==> config.mk <==
export PLATFORM = sky130hd
export DESIGN_NAME = imr_exec
export DESIGN_NICKNAME = d
export VERILOG_FILES = /design/src/hdl/imr_pkg.sv /design/src/hdl/imr_ptr_if.sv /design/src/hdl/imr_exec.sv /design/src/hdl/imr_ptr_calc.sv /design/src/hdl/imr_ri_flag.sv
export SDC_FILE = /design/constraint.sdc
export NUM_CORES = 1
export LEC_CHECK = 0
export ABC_AREA = 1
export BUFFER_PORTS_ARGS = -buffer_cell sky130_fd_sc_hd__buf_2
export CORE_UTILIZATION = 29
export CTS_CLUSTER_SIZE = 25
export DETAILED_ROUTE_END_ITERATION = 7
export GPL_TIMING_DRIVEN = 0
export PLACE_DENSITY = 0.58
export SYNTH_ARGS = -nofsm -noshare
export SYNTH_HDL_FRONTEND = slang
export SYNTH_SLANG_ARGS = --single-unit
==> constraint.sdc <==
create_clock -name clk -period 9.3 [get_ports clk]
set_input_delay 0.93 -clock clk [delete_from_list [all_inputs] [get_ports clk]]
set_output_delay 0.93 -clock clk [all_outputs]
set_load 0.005 [all_outputs]
==> src/hdl/imr_pkg.sv <==
// Shared constants and types for the indirect-move and return executor
package imr_pkg;
    // Widths
    localparam int PTR_W = 16;
    localparam int DATA_W = 8;
    localparam int PC_W = 15;
    localparam int OP_W = 4;
    localparam int OFS_W = 6;
    localparam int NUM_PTR = 2;
    // Instruction codes on the issue port
    localparam logic [OP_W-1:0] OP_IDLE = 4'h0;
    localparam logic [OP_W-1:0] OP_IND_LOAD = 4'h1;
    localparam logic [OP_W-1:0] OP_IND_STORE = 4'h2;
    localparam logic [OP_W-1:0] OP_IND_LOAD_REL = 4'h3;
    localparam logic [OP_W-1:0] OP_IND_STORE_REL = 4'h4;
    localparam logic [OP_W-1:0] OP_CFG_LOAD = 4'h5;
    localparam logic [OP_W-1:0] OP_SW_RESET = 4'h6;
    localparam logic [OP_W-1:0] OP_IRQ_RETURN = 4'h7;
    localparam logic [OP_W-1:0] OP_SUB_RETURN = 4'h8;
    // Pointer update mode encodings
    localparam logic [1:0] MODE_PRE_INC = 2'h0;
    localparam logic [1:0] MODE_PRE_DEC = 2'h1;
    localparam logic [1:0] MODE_POST_INC = 2'h2;
    localparam logic [1:0] MODE_POST_DEC = 2'h3;
    // Reset values and field positions
    localparam logic [PTR_W-1:0] PTR_RST = 16'h0000;
    localparam logic [PTR_W-1:0] PTR_ONE = 16'h0001;
    localparam logic [PTR_W-1:0] PTR_TOP = 16'hFFFF;
    localparam logic [DATA_W-1:0] DATA_ZERO = 8'h00;
    localparam logic [DATA_W-1:0] TIMER_CFG_RST = 8'hFF;
    localparam logic [DATA_W-1:0] IRQ_CTL_RST = 8'h00;
    localparam int GIE_BIT = 7;
    localparam logic [DATA_W-1:0] GIE_MASK = 8'h80;
    localparam logic RI_RST = 1'b1;
    // Timing
    localparam int CLK_PERIOD_NS = 100;
    localparam int RET_CYCLES = 2;
    // Sequencer states, one-hot
    typedef enum logic [4:0] {
        ST_IDLE = 5'h01,
        ST_RD_ADDR = 5'h02,
        ST_RD_DATA = 5'h04,
        ST_RET = 5'h08,
        ST_HALT = 5'h10
    } imr_state_t;
endpackage

==> src/hdl/imr_ptr_if.sv <==
// Carrier between the executor and its pointer arithmetic
`timescale 1ns/10ps
interface imr_ptr_if;
    import imr_pkg::*;
    logic [PTR_W-1:0] ptr;
    logic [1:0] mode;
    logic rel;
    logic [OFS_W-1:0] offset;
    logic [PTR_W-1:0] eff_addr;
    logic [PTR_W-1:0] ptr_next;
    modport calc (input ptr, input mode, input rel, input offset, output eff_addr, output ptr_next);
    modport user (output ptr, output mode, output rel, output offset, input eff_addr, input ptr_next);
endinterface

==> src/hdl/imr_exec.sv <==
// Executor for indirect moves, config load, software reset and returns
// What this block does
// RQ1: Mode 00/01/10/11 is pre-inc/pre-dec/post-inc/post-dec.
// RQ2: Indirect move carries one byte between accumulator and window.
// RQ3: Window is redirected to pointer-addressed data location.
// RQ4: Sixteen-bit pointer wraps at both ends.
// RQ5: Pointer stepping leaves every status flag alone.
// RQ6: Config load copies accumulator, one cycle, no flags.
// RQ7: Software reset resets device, clears reset-instruction flag.
// RQ8: Interrupt return pops stack into program counter.
// RQ9: Interrupt return sets enable bit seven.
// RQ10: Interrupt return takes two cycles.
// RQ11: Subroutine return pops stack, flags and enable untouched.
// RQ12: Subroutine return takes two cycles.
// RQ13: Offset form addresses pointer plus offset, pointer kept.
// RQ14: Idle instruction only advances program counter.
`timescale 1ns/10ps
module imr_exec (
    // Clock and resets
    input wire logic clk,
    input wire logic sys_rst,
    input wire logic por_rst,
    // Instruction issue
    input wire logic instr_valid,
    input wire logic [imr_pkg::OP_W-1:0] instr_op,
    input wire logic instr_ptr_sel,
    input wire logic [1:0] pointer_update_mode,
    input wire logic [imr_pkg::OFS_W-1:0] instr_offset,
    output logic busy,
    // Accumulator and zero flag
    input wire logic [imr_pkg::DATA_W-1:0] acc_in,
    output logic acc_we,
    output logic [imr_pkg::DATA_W-1:0] acc_wdata,
    output logic status_z_we,
    output logic status_z,
    // Data memory
    output logic [imr_pkg::PTR_W-1:0] mem_addr,
    output logic mem_re,
    output logic mem_we,
    output logic [imr_pkg::DATA_W-1:0] mem_wdata,
    input wire logic [imr_pkg::DATA_W-1:0] mem_rdata,
    // Indirect pointers
    input wire logic ptr_wr,
    input wire logic ptr_wr_sel,
    input wire logic [imr_pkg::PTR_W-1:0] ptr_wr_data,
    output logic [imr_pkg::NUM_PTR-1:0][imr_pkg::PTR_W-1:0] indirect_pointer,
    // Program counter and stack
    input wire logic [imr_pkg::PC_W-1:0] stack_top,
    output logic stack_pop,
    output logic pc_load,
    output logic [imr_pkg::PC_W-1:0] pc_load_val,
    output logic pc_inc,
    // Timer configuration and interrupt control
    output logic [imr_pkg::DATA_W-1:0] timer_cfg,
    input wire logic irq_ctl_wr,
    input wire logic [imr_pkg::DATA_W-1:0] irq_ctl_wdata,
    input wire logic irq_entry,
    output logic [imr_pkg::DATA_W-1:0] irq_control_register,
    // Device reset
    input wire logic ri_set,
    output logic dev_reset_req,
    output logic reset_instr_flag_n
);
    import imr_pkg::*;

    imr_state_t state_r;
    imr_state_t state_nxt;
    logic [PTR_W-1:0] ptr_r [NUM_PTR];
    logic busy_r;
    logic acc_we_r;
    logic [DATA_W-1:0] acc_wdata_r;
    logic status_z_we_r;
    logic status_z_r;
    logic [PTR_W-1:0] mem_addr_r;
    logic mem_re_r;
    logic mem_we_r;
    logic [DATA_W-1:0] mem_wdata_r;
    logic stack_pop_r;
    logic pc_load_r;
    logic [PC_W-1:0] pc_load_val_r;
    logic pc_inc_r;
    logic ret_gie_r;
    logic [DATA_W-1:0] timer_cfg_r;
    logic [DATA_W-1:0] irq_ctl_r;
    logic [DATA_W-1:0] irq_ctl_nxt;
    logic dev_reset_req_r;

    imr_ptr_if ptr_bus ();

    ////////////////////////////////////////////////////////////////////////////
    // Decode

    // Requests are taken only in the idle state
    wire accept = instr_valid && (state_r == ST_IDLE);
    wire op_load = (instr_op == OP_IND_LOAD) || (instr_op == OP_IND_LOAD_REL);
    wire op_store = (instr_op == OP_IND_STORE) || (instr_op == OP_IND_STORE_REL);
    wire op_rel = (instr_op == OP_IND_LOAD_REL) || (instr_op == OP_IND_STORE_REL);
    wire op_move = op_load || op_store;
    wire op_idle = (instr_op == OP_IDLE);
    wire op_cfg = (instr_op == OP_CFG_LOAD);
    wire op_rst = (instr_op == OP_SW_RESET);
    wire op_iret = (instr_op == OP_IRQ_RETURN);
    wire op_ret = op_iret || (instr_op == OP_SUB_RETURN);
    // Unknown codes are taken as idle so the program never stalls
    wire op_single = !(op_load || op_ret || op_rst);
    wire take_load = accept && op_load;
    wire take_store = accept && op_store;
    wire take_move = accept && op_move;
    wire take_ret = accept && op_ret;
    wire in_rd_data = (state_r == ST_RD_DATA);
    wire in_ret = (state_r == ST_RET);
    wire gie_set = in_ret && ret_gie_r;

    // Pointer arithmetic sees the selected pointer
    assign ptr_bus.ptr = ptr_r[instr_ptr_sel];
    assign ptr_bus.mode = pointer_update_mode;
    assign ptr_bus.rel = op_rel;
    assign ptr_bus.offset = instr_offset;

    imr_ptr_calc u_calc (
        .pb(ptr_bus)
    );

    imr_ri_flag u_ri (
        .clk(clk),
        .por_rst(por_rst),
        .ri_clear(accept && op_rst),
        .ri_set(ri_set),
        .ri_flag_n(reset_instr_flag_n)
    );

    ////////////////////////////////////////////////////////////////////////////
    // Sequencer

    // Loads wait for memory; returns spend a second cycle
    always_comb
    begin
        state_nxt = state_r;
        case (state_r)
            ST_IDLE:
            begin
                if (take_load)
                    state_nxt = ST_RD_ADDR;
                else if (take_ret)
                    state_nxt = ST_RET; // [RQ10] [RQ12]
                else if (accept && op_rst)
                    state_nxt = ST_HALT;
            end
            ST_RD_ADDR: state_nxt = ST_RD_DATA;
            ST_RD_DATA: state_nxt = ST_IDLE;
            ST_RET: state_nxt = ST_IDLE;
            ST_HALT: state_nxt = ST_HALT; // Left only by the reset it requested
            default: state_nxt = ST_IDLE;
        endcase
    end

    always_ff @(posedge clk or posedge sys_rst)
    begin
        if (sys_rst)
            state_r <= ST_IDLE;
        else
            state_r <= state_nxt;
    end

    always_ff @(posedge clk or posedge sys_rst)
    begin
        if (sys_rst)
            busy_r <= 1'b0;
        else
            busy_r <= (state_nxt != ST_IDLE);
    end

    ////////////////////////////////////////////////////////////////////////////
    // Indirect pointers

    // Instruction stepping wins over a plain pointer write in the same cycle
    for (genvar g = 0; g < NUM_PTR; g++)
    begin : g_ptr
        wire sel_me = (instr_ptr_sel == 1'(g));
        always_ff @(posedge clk or posedge sys_rst)
        begin
            if (sys_rst)
                ptr_r[g] <= PTR_RST;
            else if (take_move && sel_me)
                ptr_r[g] <= ptr_bus.ptr_next; // [RQ2] [RQ4] [RQ13]
            else if (ptr_wr && (ptr_wr_sel == 1'(g)))
                ptr_r[g] <= ptr_wr_data;
        end
        assign indirect_pointer[g] = ptr_r[g];
    end

    ////////////////////////////////////////////////////////////////////////////
    // Data memory side

    // The window has no storage; every move goes out on the memory port
    always_ff @(posedge clk or posedge sys_rst)
    begin
        if (sys_rst)
        begin
            mem_addr_r <= PTR_RST;
            mem_re_r <= 1'b0;
            mem_we_r <= 1'b0;
            mem_wdata_r <= DATA_ZERO;
        end
        else
        begin
            mem_addr_r <= take_move ? ptr_bus.eff_addr : mem_addr_r; // [RQ3]
            mem_re_r <= take_load; // [RQ3]
            mem_we_r <= take_store; // [RQ2]
            mem_wdata_r <= take_store ? acc_in : mem_wdata_r; // [RQ2]
        end
    end

    // Only the loaded byte touches the zero flag, never the stepping
    always_ff @(posedge clk or posedge sys_rst)
    begin
        if (sys_rst)
        begin
            acc_we_r <= 1'b0;
            acc_wdata_r <= DATA_ZERO;
            status_z_we_r <= 1'b0;
            status_z_r <= 1'b0;
        end
        else
        begin
            acc_we_r <= in_rd_data; // [RQ2]
            acc_wdata_r <= in_rd_data ? mem_rdata : acc_wdata_r;
            status_z_we_r <= in_rd_data; // [RQ5]
            status_z_r <= in_rd_data ? (mem_rdata == DATA_ZERO) : status_z_r;
        end
    end

    ////////////////////////////////////////////////////////////////////////////
    // Program counter, stack and returns

    // Stack top is caught as it is popped, loaded one cycle later
    always_ff @(posedge clk or posedge sys_rst)
    begin
        if (sys_rst)
        begin
            stack_pop_r <= 1'b0;
            pc_load_r <= 1'b0;
            pc_load_val_r <= '0;
            pc_inc_r <= 1'b0;
            ret_gie_r <= 1'b0;
        end
        else
        begin
            stack_pop_r <= take_ret; // [RQ8] [RQ11]
            pc_load_r <= in_ret; // [RQ10] [RQ12]
            pc_load_val_r <= take_ret ? stack_top : pc_load_val_r; // [RQ8] [RQ11]
            pc_inc_r <= (accept && op_single) || in_rd_data; // [RQ14]
            ret_gie_r <= take_ret ? op_iret : ret_gie_r;
        end
    end

    // Enable set by the return beats a clear from interrupt entry
    assign irq_ctl_nxt = ((irq_ctl_wr ? irq_ctl_wdata : irq_ctl_r)
        & ~(irq_entry ? GIE_MASK : DATA_ZERO)) | (gie_set ? GIE_MASK : DATA_ZERO); // [RQ9]

    always_ff @(posedge clk or posedge sys_rst)
    begin
        if (sys_rst)
        begin
            irq_ctl_r <= IRQ_CTL_RST;
            timer_cfg_r <= TIMER_CFG_RST;
            dev_reset_req_r <= 1'b0;
        end
        else
        begin
            irq_ctl_r <= irq_ctl_nxt;
            timer_cfg_r <= (accept && op_cfg) ? acc_in : timer_cfg_r; // [RQ6]
            dev_reset_req_r <= dev_reset_req_r || (accept && op_rst); // [RQ7]
        end
    end

    // Outputs
    assign busy = busy_r;
    assign acc_we = acc_we_r;
    assign acc_wdata = acc_wdata_r;
    assign status_z_we = status_z_we_r;
    assign status_z = status_z_r;
    assign mem_addr = mem_addr_r;
    assign mem_re = mem_re_r;
    assign mem_we = mem_we_r;
    assign mem_wdata = mem_wdata_r;
    assign stack_pop = stack_pop_r;
    assign pc_load = pc_load_r;
    assign pc_load_val = pc_load_val_r;
    assign pc_inc = pc_inc_r;
    assign timer_cfg = timer_cfg_r;
    assign irq_control_register = irq_ctl_r;
    assign dev_reset_req = dev_reset_req_r;

    wire plain_move = take_move && !op_rel;
    wire [PTR_W-1:0] sel_ptr = ptr_bus.ptr;
endmodule // imr_exec

==> src/hdl/imr_ptr_calc.sv <==
// Effective address and next pointer value for an indirect move
`timescale 1ns/10ps
module imr_ptr_calc (
    // Pointer carrier
    imr_ptr_if.calc pb
);
    import imr_pkg::*;

    // Sixteen-bit arithmetic wraps at both ends by itself
    wire [PTR_W-1:0] inc_val = pb.ptr + PTR_ONE; // [RQ4]
    wire [PTR_W-1:0] dec_val = pb.ptr - PTR_ONE; // [RQ4]
    wire [PTR_W-1:0] ofs_ext = {{(PTR_W-OFS_W){pb.offset[OFS_W-1]}}, pb.offset};
    wire [PTR_W-1:0] rel_addr = pb.ptr + ofs_ext; // [RQ13]
    wire is_inc = (pb.mode == MODE_PRE_INC) || (pb.mode == MODE_POST_INC); // [RQ1]
    wire is_pre = (pb.mode == MODE_PRE_INC) || (pb.mode == MODE_PRE_DEC); // [RQ1]
    wire [PTR_W-1:0] stepped = is_inc ? inc_val : dec_val;

    // Pre modes address the stepped value, post modes the old one
    assign pb.eff_addr = pb.rel ? rel_addr : (is_pre ? stepped : pb.ptr); // [RQ2]
    // Offset form keeps the pointer as it was
    assign pb.ptr_next = pb.rel ? pb.ptr : stepped; // [RQ13]
endmodule // imr_ptr_calc

==> src/hdl/imr_ri_flag.sv <==
// Reset-instruction flag, held across software-requested resets
`timescale 1ns/10ps
module imr_ri_flag (
    // Clock and power-on reset
    input wire logic clk,
    input wire logic por_rst,
    // Events
    input wire logic ri_clear,
    input wire logic ri_set,
    // Flag, low after a software reset
    output logic ri_flag_n
);
    import imr_pkg::*;

    // Only power-on resets it, else the cause would be lost; clear beats set
    always_ff @(posedge clk or posedge por_rst)
    begin
        if (por_rst)
            ri_flag_n <= RI_RST;
        else if (ri_clear)
            ri_flag_n <= 1'b0; // [RQ7]
        else if (ri_set)
            ri_flag_n <= 1'b1;
    end
endmodule // imr_ri_flag

Word level (Yosys, flattened, before mapping)
Index checks and enable logic that the tools add are counted.
- $add $sub $neg: 3
- magnitude comparators: 1
- equality and inequality tests: 16
- mux-type cells: 20
- bitwise gates (word level): 6
- reductions and logical operators: 30
- operators with widths (kind ; number):
    $mux W16 ; 11
    $mux W8 ; 3
    $add A16 B1 Y16 const B ; 1
    $add A16 B16 Y16 ; 1
    $eq A4 B3 Y1 const B ; 4
    $sub A16 B1 Y16 const B ; 1
    $mux W5 ; 3
    $pmux W5 S3 ; 1
    $logic_and A1 B1 Y1 ; 13
    $logic_or A1 B1 Y1 ; 11
    $and A8 B8 Y8 ; 1
    $eq A4 B2 Y1 const B ; 2
    $logic_not A8 Y1 ; 1
    $not A8 Y8 ; 1
    $or A8 B8 Y8 ; 1
    $reduce_bool A2 Y1 ; 3
    $eq A5 B1 Y1 const B ; 1
    $eq A5 B2 Y1 const B ; 1
    $eq A5 B3 Y1 const B ; 1
    $eq A5 B4 Y1 const B ; 1
    $eq A5 B5 Y1 const B ; 1
    $ne A5 B1 Y1 const B ; 1
    $eq A4 B1 Y1 const B ; 1
    $eq A4 B4 Y1 const B ; 1
    8 further kinds ; 10
- register bits after elaboration: 111
- input port bits: 77
- output and inout port bits: 106
- logic and storage cells: 96

Logic depth before layout (Yosys ltp)
Gate-level depths: netlist of the first run.
- word-level depth: 8
- mapped depth: 19
- depth with buffers taken out: 18

By module
A second synthesis of the first run with hierarchy kept.
- cells, all modules: 1108
- area, all modules: 7536.0 um2
- by module, submodules not included (module ; times used ; cells each ; area an instance (um2) ; seq. area each (um2)):
    imr_exec ; 1 ; 661 ; 5278.8 ; 2763.9
    imr_ptr_calc ; 1 ; 443 ; 2219.6 ; 0.0
    imr_ri_flag ; 1 ; 4 ; 37.5 ; 26.3

Least setup slack after synthesis of the first run
Ideal clock, no wire load.
- path type: input port to flip-flop
- start point: input instr_ptr_sel
- end point: register mem_addr_r[12], in the netlist mem_addr[12]
- library setup time: 0.117 ns
- arrival: 2.886 ns
- required time: 9.183 ns
- slack: 6.297 ns
- cell stages on the path: 17
- path buffers: 2
- cell sequence: buf_4 -> clkbuf_1 -> nand2_1 -> o21ai_0 -> inv_1 -> ha_1 -> inv_1 -> nor3_1 -> a21oi_1 -> o21ai_0 -> nand2_1 -> nand2_1 -> nand2_1 -> nand3_1 -> nand2_1 -> nand2_1 -> nand2_1
- word-level cells in the longest chain between the ends: 8
- elaborated cells between the ends (all ways): 10
- those cells by class: add/sub (3); mux (6); bitwise (1)
- RTL lines (item ; RTL line ; RTL):
    from (decl) ; imr_exec.sv:26 ; input wire logic instr_ptr_sel,
    $not A1 Y2 (not written as such) * ; imr_exec.sv:115 ; assign ptr_bus.ptr = ptr_r[instr_ptr_sel];
    $mux W16 (not written as such) * (3 in series) ; imr_exec.sv:115 ;
    $sub A16 B1 Y16 / $add A16 B1 Y16 (equally long branches) ; imr_ptr_calc.sv:11, imr_ptr_calc.sv:10 ;
    $mux W16 ; imr_ptr_calc.sv:16 ; wire [PTR_W-1:0] stepped = is_inc ? inc_val : dec_val;
    $mux W16 ; imr_ptr_calc.sv:19 ; assign pb.eff_addr = pb.rel ? rel_addr : (is_pre ? stepped : pb.ptr);
    $mux W16 * ; imr_ptr_calc.sv:19 ;
    to (signal assigned) ; imr_exec.sv:207 ; mem_addr_r <= take_move ? ptr_bus.eff_addr : mem_addr_r;
    to (decl) ; imr_exec.sv:74 ; logic [PTR_W-1:0] mem_addr_r;
Every way passes the cells marked *; elsewhere a longest branch is shown, timed or not. The select of a mux whose other input is x is not followed.
A chain may end at the register's enable or synchronous reset.

Worst setup path in the final report of the first run
- start point: input instr_ptr_sel
- end point: register mem_addr_r[13], in the netlist mem_addr[13]
The elaborated chain is that of the path after synthesis.

==> results.yml, run 1 <==
clock_network:
  cts_tree: "done"
  post_cts_buffers: 0
  htree_levels: 3
  cts_sinks: 111
  cts_root_buf: "clkbuf_16"
  cts_buffers: 9
  cts_resized: 0
  cts-hold-fix-buffers: 0
  path_clk_slew_ns: 0.08
  cts_buffer_depth: 2
  clk_latency_ns: 0.36
logic_synthesis:
  ys.flop_type: "dfrtp_1"
  synth_cells: 999
  syn_area_um2: 7050
  yosysSeqAreaShare_pct: 39.6
  syn-num-nets: 1099
  ys_seq_elements: 111
  ys_types: 43
  synth_edf_count: 0
  yosys_warnings: 0
  avgSynthCellArea_um2: 7.05
  synthArstFlopShare_pct: 100
placed_design:
  portBuffers: 180
  gp_congestion: 0.914
  dp_cells: 1499
  dp_hpwl_um: 17700
sta:
  setup_viol: 0
  fin_skew_ns: 0.00893
  rsz0062_at_grt: "false"
  slew_viol_final: 0
  slew_headroom_pct: 45.9
  tightestPinTransition_ns: 0.788
  final-hold-violation-count: 0
  clock.fmax_mhz: 285
  finalCritPeriodShare_pct: 37.8
  layout_min_cycle_time_ns: 3.51
  fin_setup_tns_ns: 0
routing:
  vias: 7053
  wire_per_inst_um: 14.5
  vias_per_cell: 4.66
  first_iter_violations: 460
  postRouteWirelength_um: 21900
  drc: 0
  drt_first_pass_iters: 5
  postRouteAntennaNets: 0
finish:
  fin_cells: 1515
  drive_above_1_share_pct: 22.5
  final_nets: 1291
  regArea_um2: 2790
  multi_input_area_um2: 3570
  num-fill-cells: 2604
  area_delta_synth_final_pct: 23.6
  diodes: 0
pwr:
  power_density_nw_per_um2: 150
  ir_drop_mv: 0.0977
  cellLeakagePower_nw: 4.87
grt:
  grt_usage_pct: 18.0
  grt_pass1_vias: 6542
  grt_max_degree: 61
  grt_pass1_wl_um: 34500
  grt_overflow: 0
  antenna_found_initial: 1
hold_path:
  worstHoldPathType: "flip-flop to flip-flop"
  holdCritStartpoint: "pc_load_val[2]"
  min_path_cells: 2
  whs_endpoint: "pc_load_val[2]"
setup_path:
  endpoint_kind: "flip-flop"
  required_ns: 9.56
  critical_path_class: "primary input to flip-flop"
  timing.rr.end: "mem_addr[12]"
  r2r-start: "indirect_pointer[0]"
  worstPathArrival_ns: 3.77
  crit_fanout: 10
  crit_path_start_kind: "primary input"
  r2r_slack_ns: 6.40
  reg2reg_depth: 15
  startpoint: "instr_ptr_sel"
die:
  dieHeight_um: 158
  rows: 56
  ios: 183
  initial_core_util_pct: 29.8
  coreArea_um2: 23700
  die_area_um2: 24900
  fp.dieW_um: 158
run_status:
  outcome: "completed"
job:
  cap_violations: 0
## registers in the layout (all words and copies together) (netlist names)
| register | cells |
|---|---|
| status_z_we | 1 |
| mem_wdata | 8 |
| pc_load_val | 15 |
| acc_wdata | 8 |
| pc_inc | 1 |
| state_r | 5 |
| busy | 1 |
| mem_we | 1 |
| irq_control_register | 8 |
| ret_gie_r | 1 |
| pc_load | 1 |
| mem_re | 1 |
| timer_cfg | 8 |
| indirect_pointer | 32 |
| stack_pop | 1 |
| dev_reset_req | 1 |
| mem_addr | 16 |
| status_z | 1 |
| u_ri.ri_flag_n | 1 |
## routing by layer
metal	track usage (%)	share of wire (%)	wire length, um
met1	25.2	48	10600
met2	28.5	43	9480
met3	3.23	6.7	1470
met4	4.58	1.6	344
met5	0	0.059	13
## cells in the mapped netlist, drive strengths merged (3+ instances only)
master	n	area, um2
o211ai	3	22.5
inv	136	510
a21oi	35	175
ha	22	275
nor2	54	213
o31ai	3	41.3
dfrtp	101	2530
clkbuf	16	60.1
o21ai	110	551
dfstp	10	263
xor2	10	87.6
nand4	4	25.0
buf	16	106
a31oi	11	68.8
nand3	87	460
mux2	7	78.8
xnor2	5	43.8
nor3	9	50.1
o21bai	7	56.3
nand2	339	1310
## per-stage QoR
stage                     instance area [um2]  util, %  hold slack, ns  power (mW)  setup slack (ns)
after floorplan                          7050        -           0.442       0.765              5.48
after global placement                   8350     35.2           0.447       0.884              4.01
after detailed placement                 8380     35.4           0.456       0.888              5.48
after CTS                                8710     36.8           0.477        1.32              5.84
after global routing                     8710     36.8           0.493        1.38              5.56
final                                    8710     36.8           0.469        1.31              5.79
## critical path: stages
cell      delay (ns)
buf_2           0.13
buf_4           0.19
clkbuf_1        0.23
o21ai_0         0.60
ha_1            0.38
inv_1           0.10
o21ai_0         0.15
a21oi_1         0.30
nor2_1          0.10
nor2_2          0.15
nand2_1         0.08
nand2_1         0.06
nand3_1         0.08
nand2_1         0.13
nand2_1         0.06
nand2_1         0.06
nand2_1         0.05
## worst max path at each step
| stage | endpoint | slack, ns | cells after the start |
|---|---|---|---|
| after floorplan | acc_wdata[0] | 5.48 | 1 |
| after global placement | indirect_pointer[14] | 4.01 | 2 |
| after detailed placement | mem_addr[13] | 5.48 | 17 |
| after CTS | mem_addr[13] | 5.84 | 17 |
| after global routing | mem_addr[13] | 5.56 | 17 |
| final | mem_addr[13] | 5.79 | 17 |
## logic make-up (layout without fill, tap and decap cells)
family	after synthesis	count (layout)	synth area share [%]
DFF	111	111	39.6
muxes	9	9	1.40
AOI/OAI and AO/OA	174	174	13.6
and+or+nand+nor	497	497	29.7
xor gates and xnor gates	15	15	1.86
buffers and inverters	170	367	9.71
adders and majority gates	23	23	4.19
## cell type report
class	count	share of cell area [%]
Sequential cell	111	32.0
Clock inverter	7	1.19
Multi-Input combinational cell	718	41.0
Tap cell	319	4.58
Inverter	138	6.01
Timing Repair Buffer	181	10.7
Clock buffer	9	2.59
Buffer	32	1.91
## report_power, final
group	leakage, nW	total (mW)	internal, mW	switching [mW]
Sequential	1.39	0.520	0.503	0.0168
Clock	0.158	0.424	0.200	0.224
Combinational	3.32	0.362	0.125	0.237
Total	4.87	1.31	0.829	0.477
## layout by cell type, fill, tap and decap left out, drive strengths merged
master and count:
nand2 339, buf 197, inv 140, o21ai 110
dfrtp 101, nand3 87, nor2 54, a21oi 35
clkbuf 25, ha 22, a31oi 11, xor2 10
dfstp 10, nor3 9, mux2 7, o21bai 7
xnor2 5, clkinv 5, nand4 4, o211ai 3
o31ai 3, o221ai 2, mux2i 2, or2 2
a21o 1, nand3b 1, nor4 1, o41ai 1
a21boi 1, fa 1
Note: power is estimated with default switching activity, not from simulation.
==> run 2, diff against run 1 <==
Settings changed: PLACE_DENSITY 0.58 to 0.6.
Clock period 9.3 ns to 2.9 ns, I/O delays scaled along.
==> run 2 against run 1 <==
  * Global-route usage grew 0.42 points
  * Critical endpoint is now mem_addr[12]
  * First-iteration DRC count is 8.3% higher
  * Hold slack worse by 0.39 ns
  * Highest routed layer is now met4
==> results.yml, run 2 (same netlist as run 1, synthesis figures left out) <==
run_status:
  outcome: "completed"
grt:
  grt_pass1_vias: 6626
  grt_pass1_wl_um: 35300
  grt_max_degree: 42
  antenna_found_initial: 1
  grt_usage_pct: 18.4
  grt_overflow: 0
routing:
  wire_per_inst_um: 15.0
  drc: 0
  drt_first_pass_iters: 6
  first_iter_violations: 498
  vias_per_cell: 4.78
  postRouteWirelength_um: 22800
  vias: 7253
  postRouteAntennaNets: 0
sta:
  slew_headroom_pct: 42.7
  tightestPinTransition_ns: 0.858
  finalCritPeriodShare_pct: 91.0
  final-hold-violation-count: 0
  fin_skew_ns: 0.0106
  clock.fmax_mhz: 379
  slew_viol_final: 0
  fin_setup_tns_ns: 0
  setup_viol: 0
  rsz0062_at_grt: "true"
  layout_min_cycle_time_ns: 2.64
clock_network:
  cts_buffers: 9
  cts_root_buf: "clkbuf_16"
  clk_latency_ns: 0.36
  cts_buffer_depth: 2
  path_clk_slew_ns: 0.09
  cts_sinks: 111
  htree_levels: 3
  cts_tree: "done"
setup_path:
  endpoint_kind: "flip-flop"
  path_buf_inv: 4
  crit_fanout: 10
  cpMaxStageDelayCell: "ha_1"
  crit_path_frequent_cell: "nand2_1"
  critical_path_class: "primary input to flip-flop"
  path_delay_family: "compound AO/OA/AOI/OAI gates"
  cp.depth: 18
  max_stage_delay_ns: 0.37
  reg2reg_depth: 15
  crit_chain: "buf_2 > buf_4 > clkbuf_2 > nand2_1 > o21ai_0 > inv_1 > ha_1 > a21oi_1 > o21ai_0 > a21oi_1 > o21ai_0 > nand2_1 > nand2_1 > nand2_1 > nand3_1 > nand2_1 > nand2_1 > nand2_1"
  required_ns: 3.16
  crit_path_start_kind: "primary input"
  worstPathArrival_ns: 2.90
pwr:
  p_clk_share_pct: 32.3
  cellLeakagePower_nw: 4.88
  ir_drop_mv: 0.261
  p_seq_share_pct: 39.5
  power_frac_comb_pct: 28.1
  p_switching_mw: 1.55
  swShare_pct: 36.8
  internal_power_mw: 2.66
  power_density_nw_per_um2: 483
finish:
  area_delta_synth_final_pct: 24.0
  final_core_util_pct: 36.9
  fin_cells: 1518
  drive_above_1_share_pct: 22.9
  mostFrequentLayoutCells: "nand2_1, buf_2, inv_1, dfrtp_1, o21ai_0"
  largest_reg_flops: 32
  final_nets: 1293
  fin_area_um2: 8740
  layout_commonest_cell: "nand2_1"
die:
  initial_core_util_pct: 29.8
  ios: 183
  fp.dieW_um: 158
  dieHeight_um: 158
  die_area_um2: 24900
  coreArea_um2: 23700
  rows: 56
placed_design:
  dp_cells: 1500
  gp_congestion: 0.897
  dp_hpwl_um: 18100
  portBuffers: 180
  placed_cell_area_um2: 8390
hold_path:
  worstHoldPathType: "primary input to asynchronous set/reset pin"
job:
  cap_violations: 0
run 2: cell count changes in the layout (fill, tap and decap cells not counted), moves of 2 or more:
| cell | previous run | this run |
|---|---|---|
| o21ai_0 | 88 | 83 |
| o21ai_2 | 0 | 3 |
| buf_12 | 0 | 2 |
| inv_8 | 2 | 0 |
| o21ai_1 | 22 | 24 |
run 2: final cells by class:
| type | count | area, um2 |
|---|---|---|
| plain buffers | 32 | 168 |
| multi-input cells | 718 | 3580 |
| well taps | 319 | 399 |
| fillers | 2564 | 14900 |
| flip-flops and latches | 111 | 2790 |
| repair buffers | 183 | 951 |
| inverters | 138 | 522 |
| clock inverters | 7 | 98.8 |
| clock buffers | 9 | 225 |
| diodes | 1 | 2.50 |
run 2: metal layers:
metal	wire (um)	track usage (%)
met5	0	0
met4	260	3.19
met3	1650	3.37
met2	9850	28.8
met1	11000	26.6
run 2: final timing paths:
| kind | startpoint | endpoint | slack, ns |
|---|---|---|---|
| hold / removal | sys_rst | mem_wdata[2] | 0.08 |
| max in group asynchronous | sys_rst | state_r[0] | 2.10 |
| hold reg to reg | pc_load_val[14] | pc_load_val[14] | 0.47 |
| setup / recovery | instr_ptr_sel | mem_addr[12] | 0.26 |
| min in group clk | mem_rdata[3] | status_z | 0.12 |
| setup reg to reg | indirect_pointer[0] | mem_addr[12] | 0.26 |
run 2: through the flow:
| stage | power [mW] | hold slack, ns | worst slack, ns |
|---|---|---|---|
| 6_report | 4.22 | 0.0774 | 0.260 |
| 2_1_floorplan | 2.46 | 0.180 | 0.537 |
| 3_3_place_gp | 2.84 | 0.288 | -0.305 |
| 5_1_grt | 4.47 | 0.111 | 0.000939 |
| 3_5_place_dp | 2.85 | 0.286 | -0.321 |
| 4_1_cts | 4.25 | 0.110 | 0.0537 |
run 2: power by group through the flow:
| stage | sequential (mW) | combinational (mW) | clock, mW |
|---|---|---|---|
| 5_1_grt | 1.68 | 1.33 | 1.46 |
| 3_3_place_gp | 1.70 | 1.14 | 0 |
| 4_1_cts | 1.67 | 1.16 | 1.42 |
| 3_5_place_dp | 1.70 | 1.16 | 0 |
| 2_1_floorplan | 1.69 | 0.761 | 0 |
| 6_report | 1.67 | 1.19 | 1.36 |
run 2: what timing repair did:
item / 4_1_cts / 5_1_grt
hold buffers: 1 / 0
gates resized for setup: 0 / 10
endpoints found under the hold margin: 1 / 0
setup endpoints to repair: 0 / 21
buffers inserted: 0 / 0
run 2: worst register-to-register path: stages (launching register included):
cell	delay, ns
dfrtp_1	0.35
inv_1	0.06
o21ai_2	0.38
ha_1	0.26
inv_1	0.06
fa_1	0.40
inv_1	0.11
a21oi_1	0.10
o21ai_0	0.30
nand2_1	0.12
nand2_1	0.08
nand2_1	0.05
nand3_1	0.06
nand2_1	0.09
nand2_1	0.06
nand2_1	0.05
==> run 3, diff against run 2 <==
Settings changed: PLACE_DENSITY 0.6 to 0.58.
Clock period 2.9 ns to 3.1 ns, I/O delays scaled along.
==> run 3 against run 2 <==
  * Register-to-register slack better by 0.08 ns
  * Global-route usage decreased by 0.46 points
  * Clock power down 7%
  * Setup slack gained 0.030 ns
  * Critical path depth down 1
  * First-iteration DRC count grew 5.8%
  * Utilization is 0.058 points higher
  * Clock skew grew 0.0012 ns
  * Count of clock-buffer cells in the layout unchanged
  * Flip-flop and latch count is the same
  * Final cell count about the same
==> results.yml, run 3 (same netlist as run 1, synthesis figures left out) <==
sta:
  rsz0062_at_grt: "false"
  layout_min_cycle_time_ns: 2.81
  final-hold-violation-count: 0
  fin_skew_ns: 0.0118
  tightestPinTransition_ns: 0.878
  setup_viol: 0
  timing.final.ws_setup_ns: 0.289
  clock.fmax_mhz: 356
  finalCritPeriodShare_pct: 90.7
  slew_headroom_pct: 40.8
  fin_setup_tns_ns: 0
  slew_viol_final: 0
die:
  dieHeight_um: 158
  rows: 56
  coreArea_um2: 23700
  die_area_um2: 24900
  initial_core_util_pct: 29.8
  ios: 183
  fp.dieW_um: 158
finish:
  layout_commonest_cell: "nand2_1"
  mostFrequentLayoutCells: "nand2_1, buf_2, inv_1, dfrtp_1, o21ai_0"
  final_core_util_pct: 37.0
  diodes: 0
  num-fill-cells: 2573
  area_delta_synth_final_pct: 24.2
  final_nets: 1295
  largest_reg_flops: 32
  drive_above_1_share_pct: 22.7
clock_network:
  cts_tree: "done"
  path_clk_slew_ns: 0.09
  cts_buffers: 9
  cts_root_buf: "clkbuf_16"
  clk_latency_ns: 0.37
  cts_buffer_depth: 2
  htree_levels: 3
  cts_sinks: 111
setup_path:
  crit_chain: "buf_2 > buf_4 > clkbuf_1 > o21ai_0 > ha_1 > nand2_1 > inv_1 > a21oi_1 > nor2_1 > nor2_2 > nand2_1 > nand2_1 > nand3_1 > nand2_1 > nand2_1 > nand2_1 > nand2_1"
  critical_path_class: "primary input to flip-flop"
  r2r-start: "indirect_pointer[4]"
  path_buf_inv: 4
  timing.rr.end: "mem_addr[9]"
  crit_path_start_kind: "primary input"
  path_delay_family: "simple AND/OR/NAND/NOR gates"
  endpoint_kind: "flip-flop"
  reg2reg_depth: 11
  crit_fanout: 10
  required_ns: 3.35
  worstPathArrival_ns: 3.06
  cpMaxStageDelayCell: "o21ai_0"
  crit_path_frequent_cell: "nand2_1"
  max_stage_delay_ns: 0.59
  r2r_slack_ns: 0.34
routing:
  drc: 0
  vias: 7072
  drt_first_pass_iters: 5
  first_iter_violations: 527
  vias_per_cell: 4.66
  postRouteAntennaNets: 0
  wire_per_inst_um: 14.6
  postRouteWirelength_um: 22300
grt:
  grt_usage_pct: 18.0
  grt_pass1_wl_um: 34300
  grt_pass1_vias: 6385
  antenna_found_initial: 1
  grt_max_degree: 39
  grt_overflow: 0
pwr:
  cellLeakagePower_nw: 4.88
  total_power_mw: 3.92
  power_density_nw_per_um2: 448
  ir_drop_mv: 0.263
placed_design:
  portBuffers: 180
  gp_congestion: 0.909
  dp_hpwl_um: 17900
  place_ws_ns: -0.116
job:
  cap_violations: 0
hold_path:
  worstHoldPathType: "primary input to flip-flop"
  holdCritStartpoint: "mem_rdata[3]"
  whs_endpoint: "status_z"
  min_path_cells: 2
run_status:
  outcome: "completed"
[run 3: final cells by class]
class	instances	area [um2]	area share [%]
Multi-Input combinational cell	718	3580	40.9
Sequential cell	111	2790	31.9
Timing Repair Buffer	185	981	11.2
Inverter	138	522	5.96
Tap cell	319	399	4.56
Clock buffer	9	225	2.57
Buffer	32	166	1.90
Clock inverter	7	93.8	1.07
[run 3: worst max path at each step]
stage | startpoint | endpoint | slack [ns] | depth (start not counted)
5_1_grt | instr_ptr_sel | mem_addr[13] | 0.02 | 17
3_3_place_gp | instr_ptr_sel | mem_addr[13] | -0.12 | 17
2_1_floorplan | instr_ptr_sel | mem_addr[12] | 0.72 | 17
4_1_cts | indirect_pointer[0] | mem_addr[12] | 0.27 | 15
6_report | instr_ptr_sel | mem_addr[13] | 0.29 | 17
3_5_place_dp | instr_ptr_sel | mem_addr[13] | -0.12 | 17
[run 3: per-layer routing]
metal  GRT usage, %  wire, um
met5              0        13
met4           2.96       112
met3           3.09      1390
met2           29.1     10000
met1           25.2     10700
[run 3: per-stage QoR]
step                hold slack (ns)  std cells  instance area [um2]
detailed placement            0.315       1501                 8410
global placement              0.321       1498                 8350
finish                        0.141       1519                 8750
floorplan                     0.200        999                 7050
global route                  0.124       1519                 8750
CTS                           0.121       1519                 8750
[run 3: repair_timing]
item | 4_1_cts | 5_1_grt
setup endpoints to repair | 0 | 2
hold endpoints to repair | 8 | 0
hold buffers | 2 | 0
gates resized for setup | 0 | 4
buffers inserted | 0 | 0
[run 3: where the power goes]
group / internal, mW / total [mW] / leakage (nW) / switching [mW]
clock network: 0.591 / 1.26 / 0.154 / 0.670
registers: 1.51 / 1.56 / 1.39 / 0.0498
logic: 0.382 / 1.10 / 3.34 / 0.714
total: 2.48 / 3.92 / 4.88 / 1.43
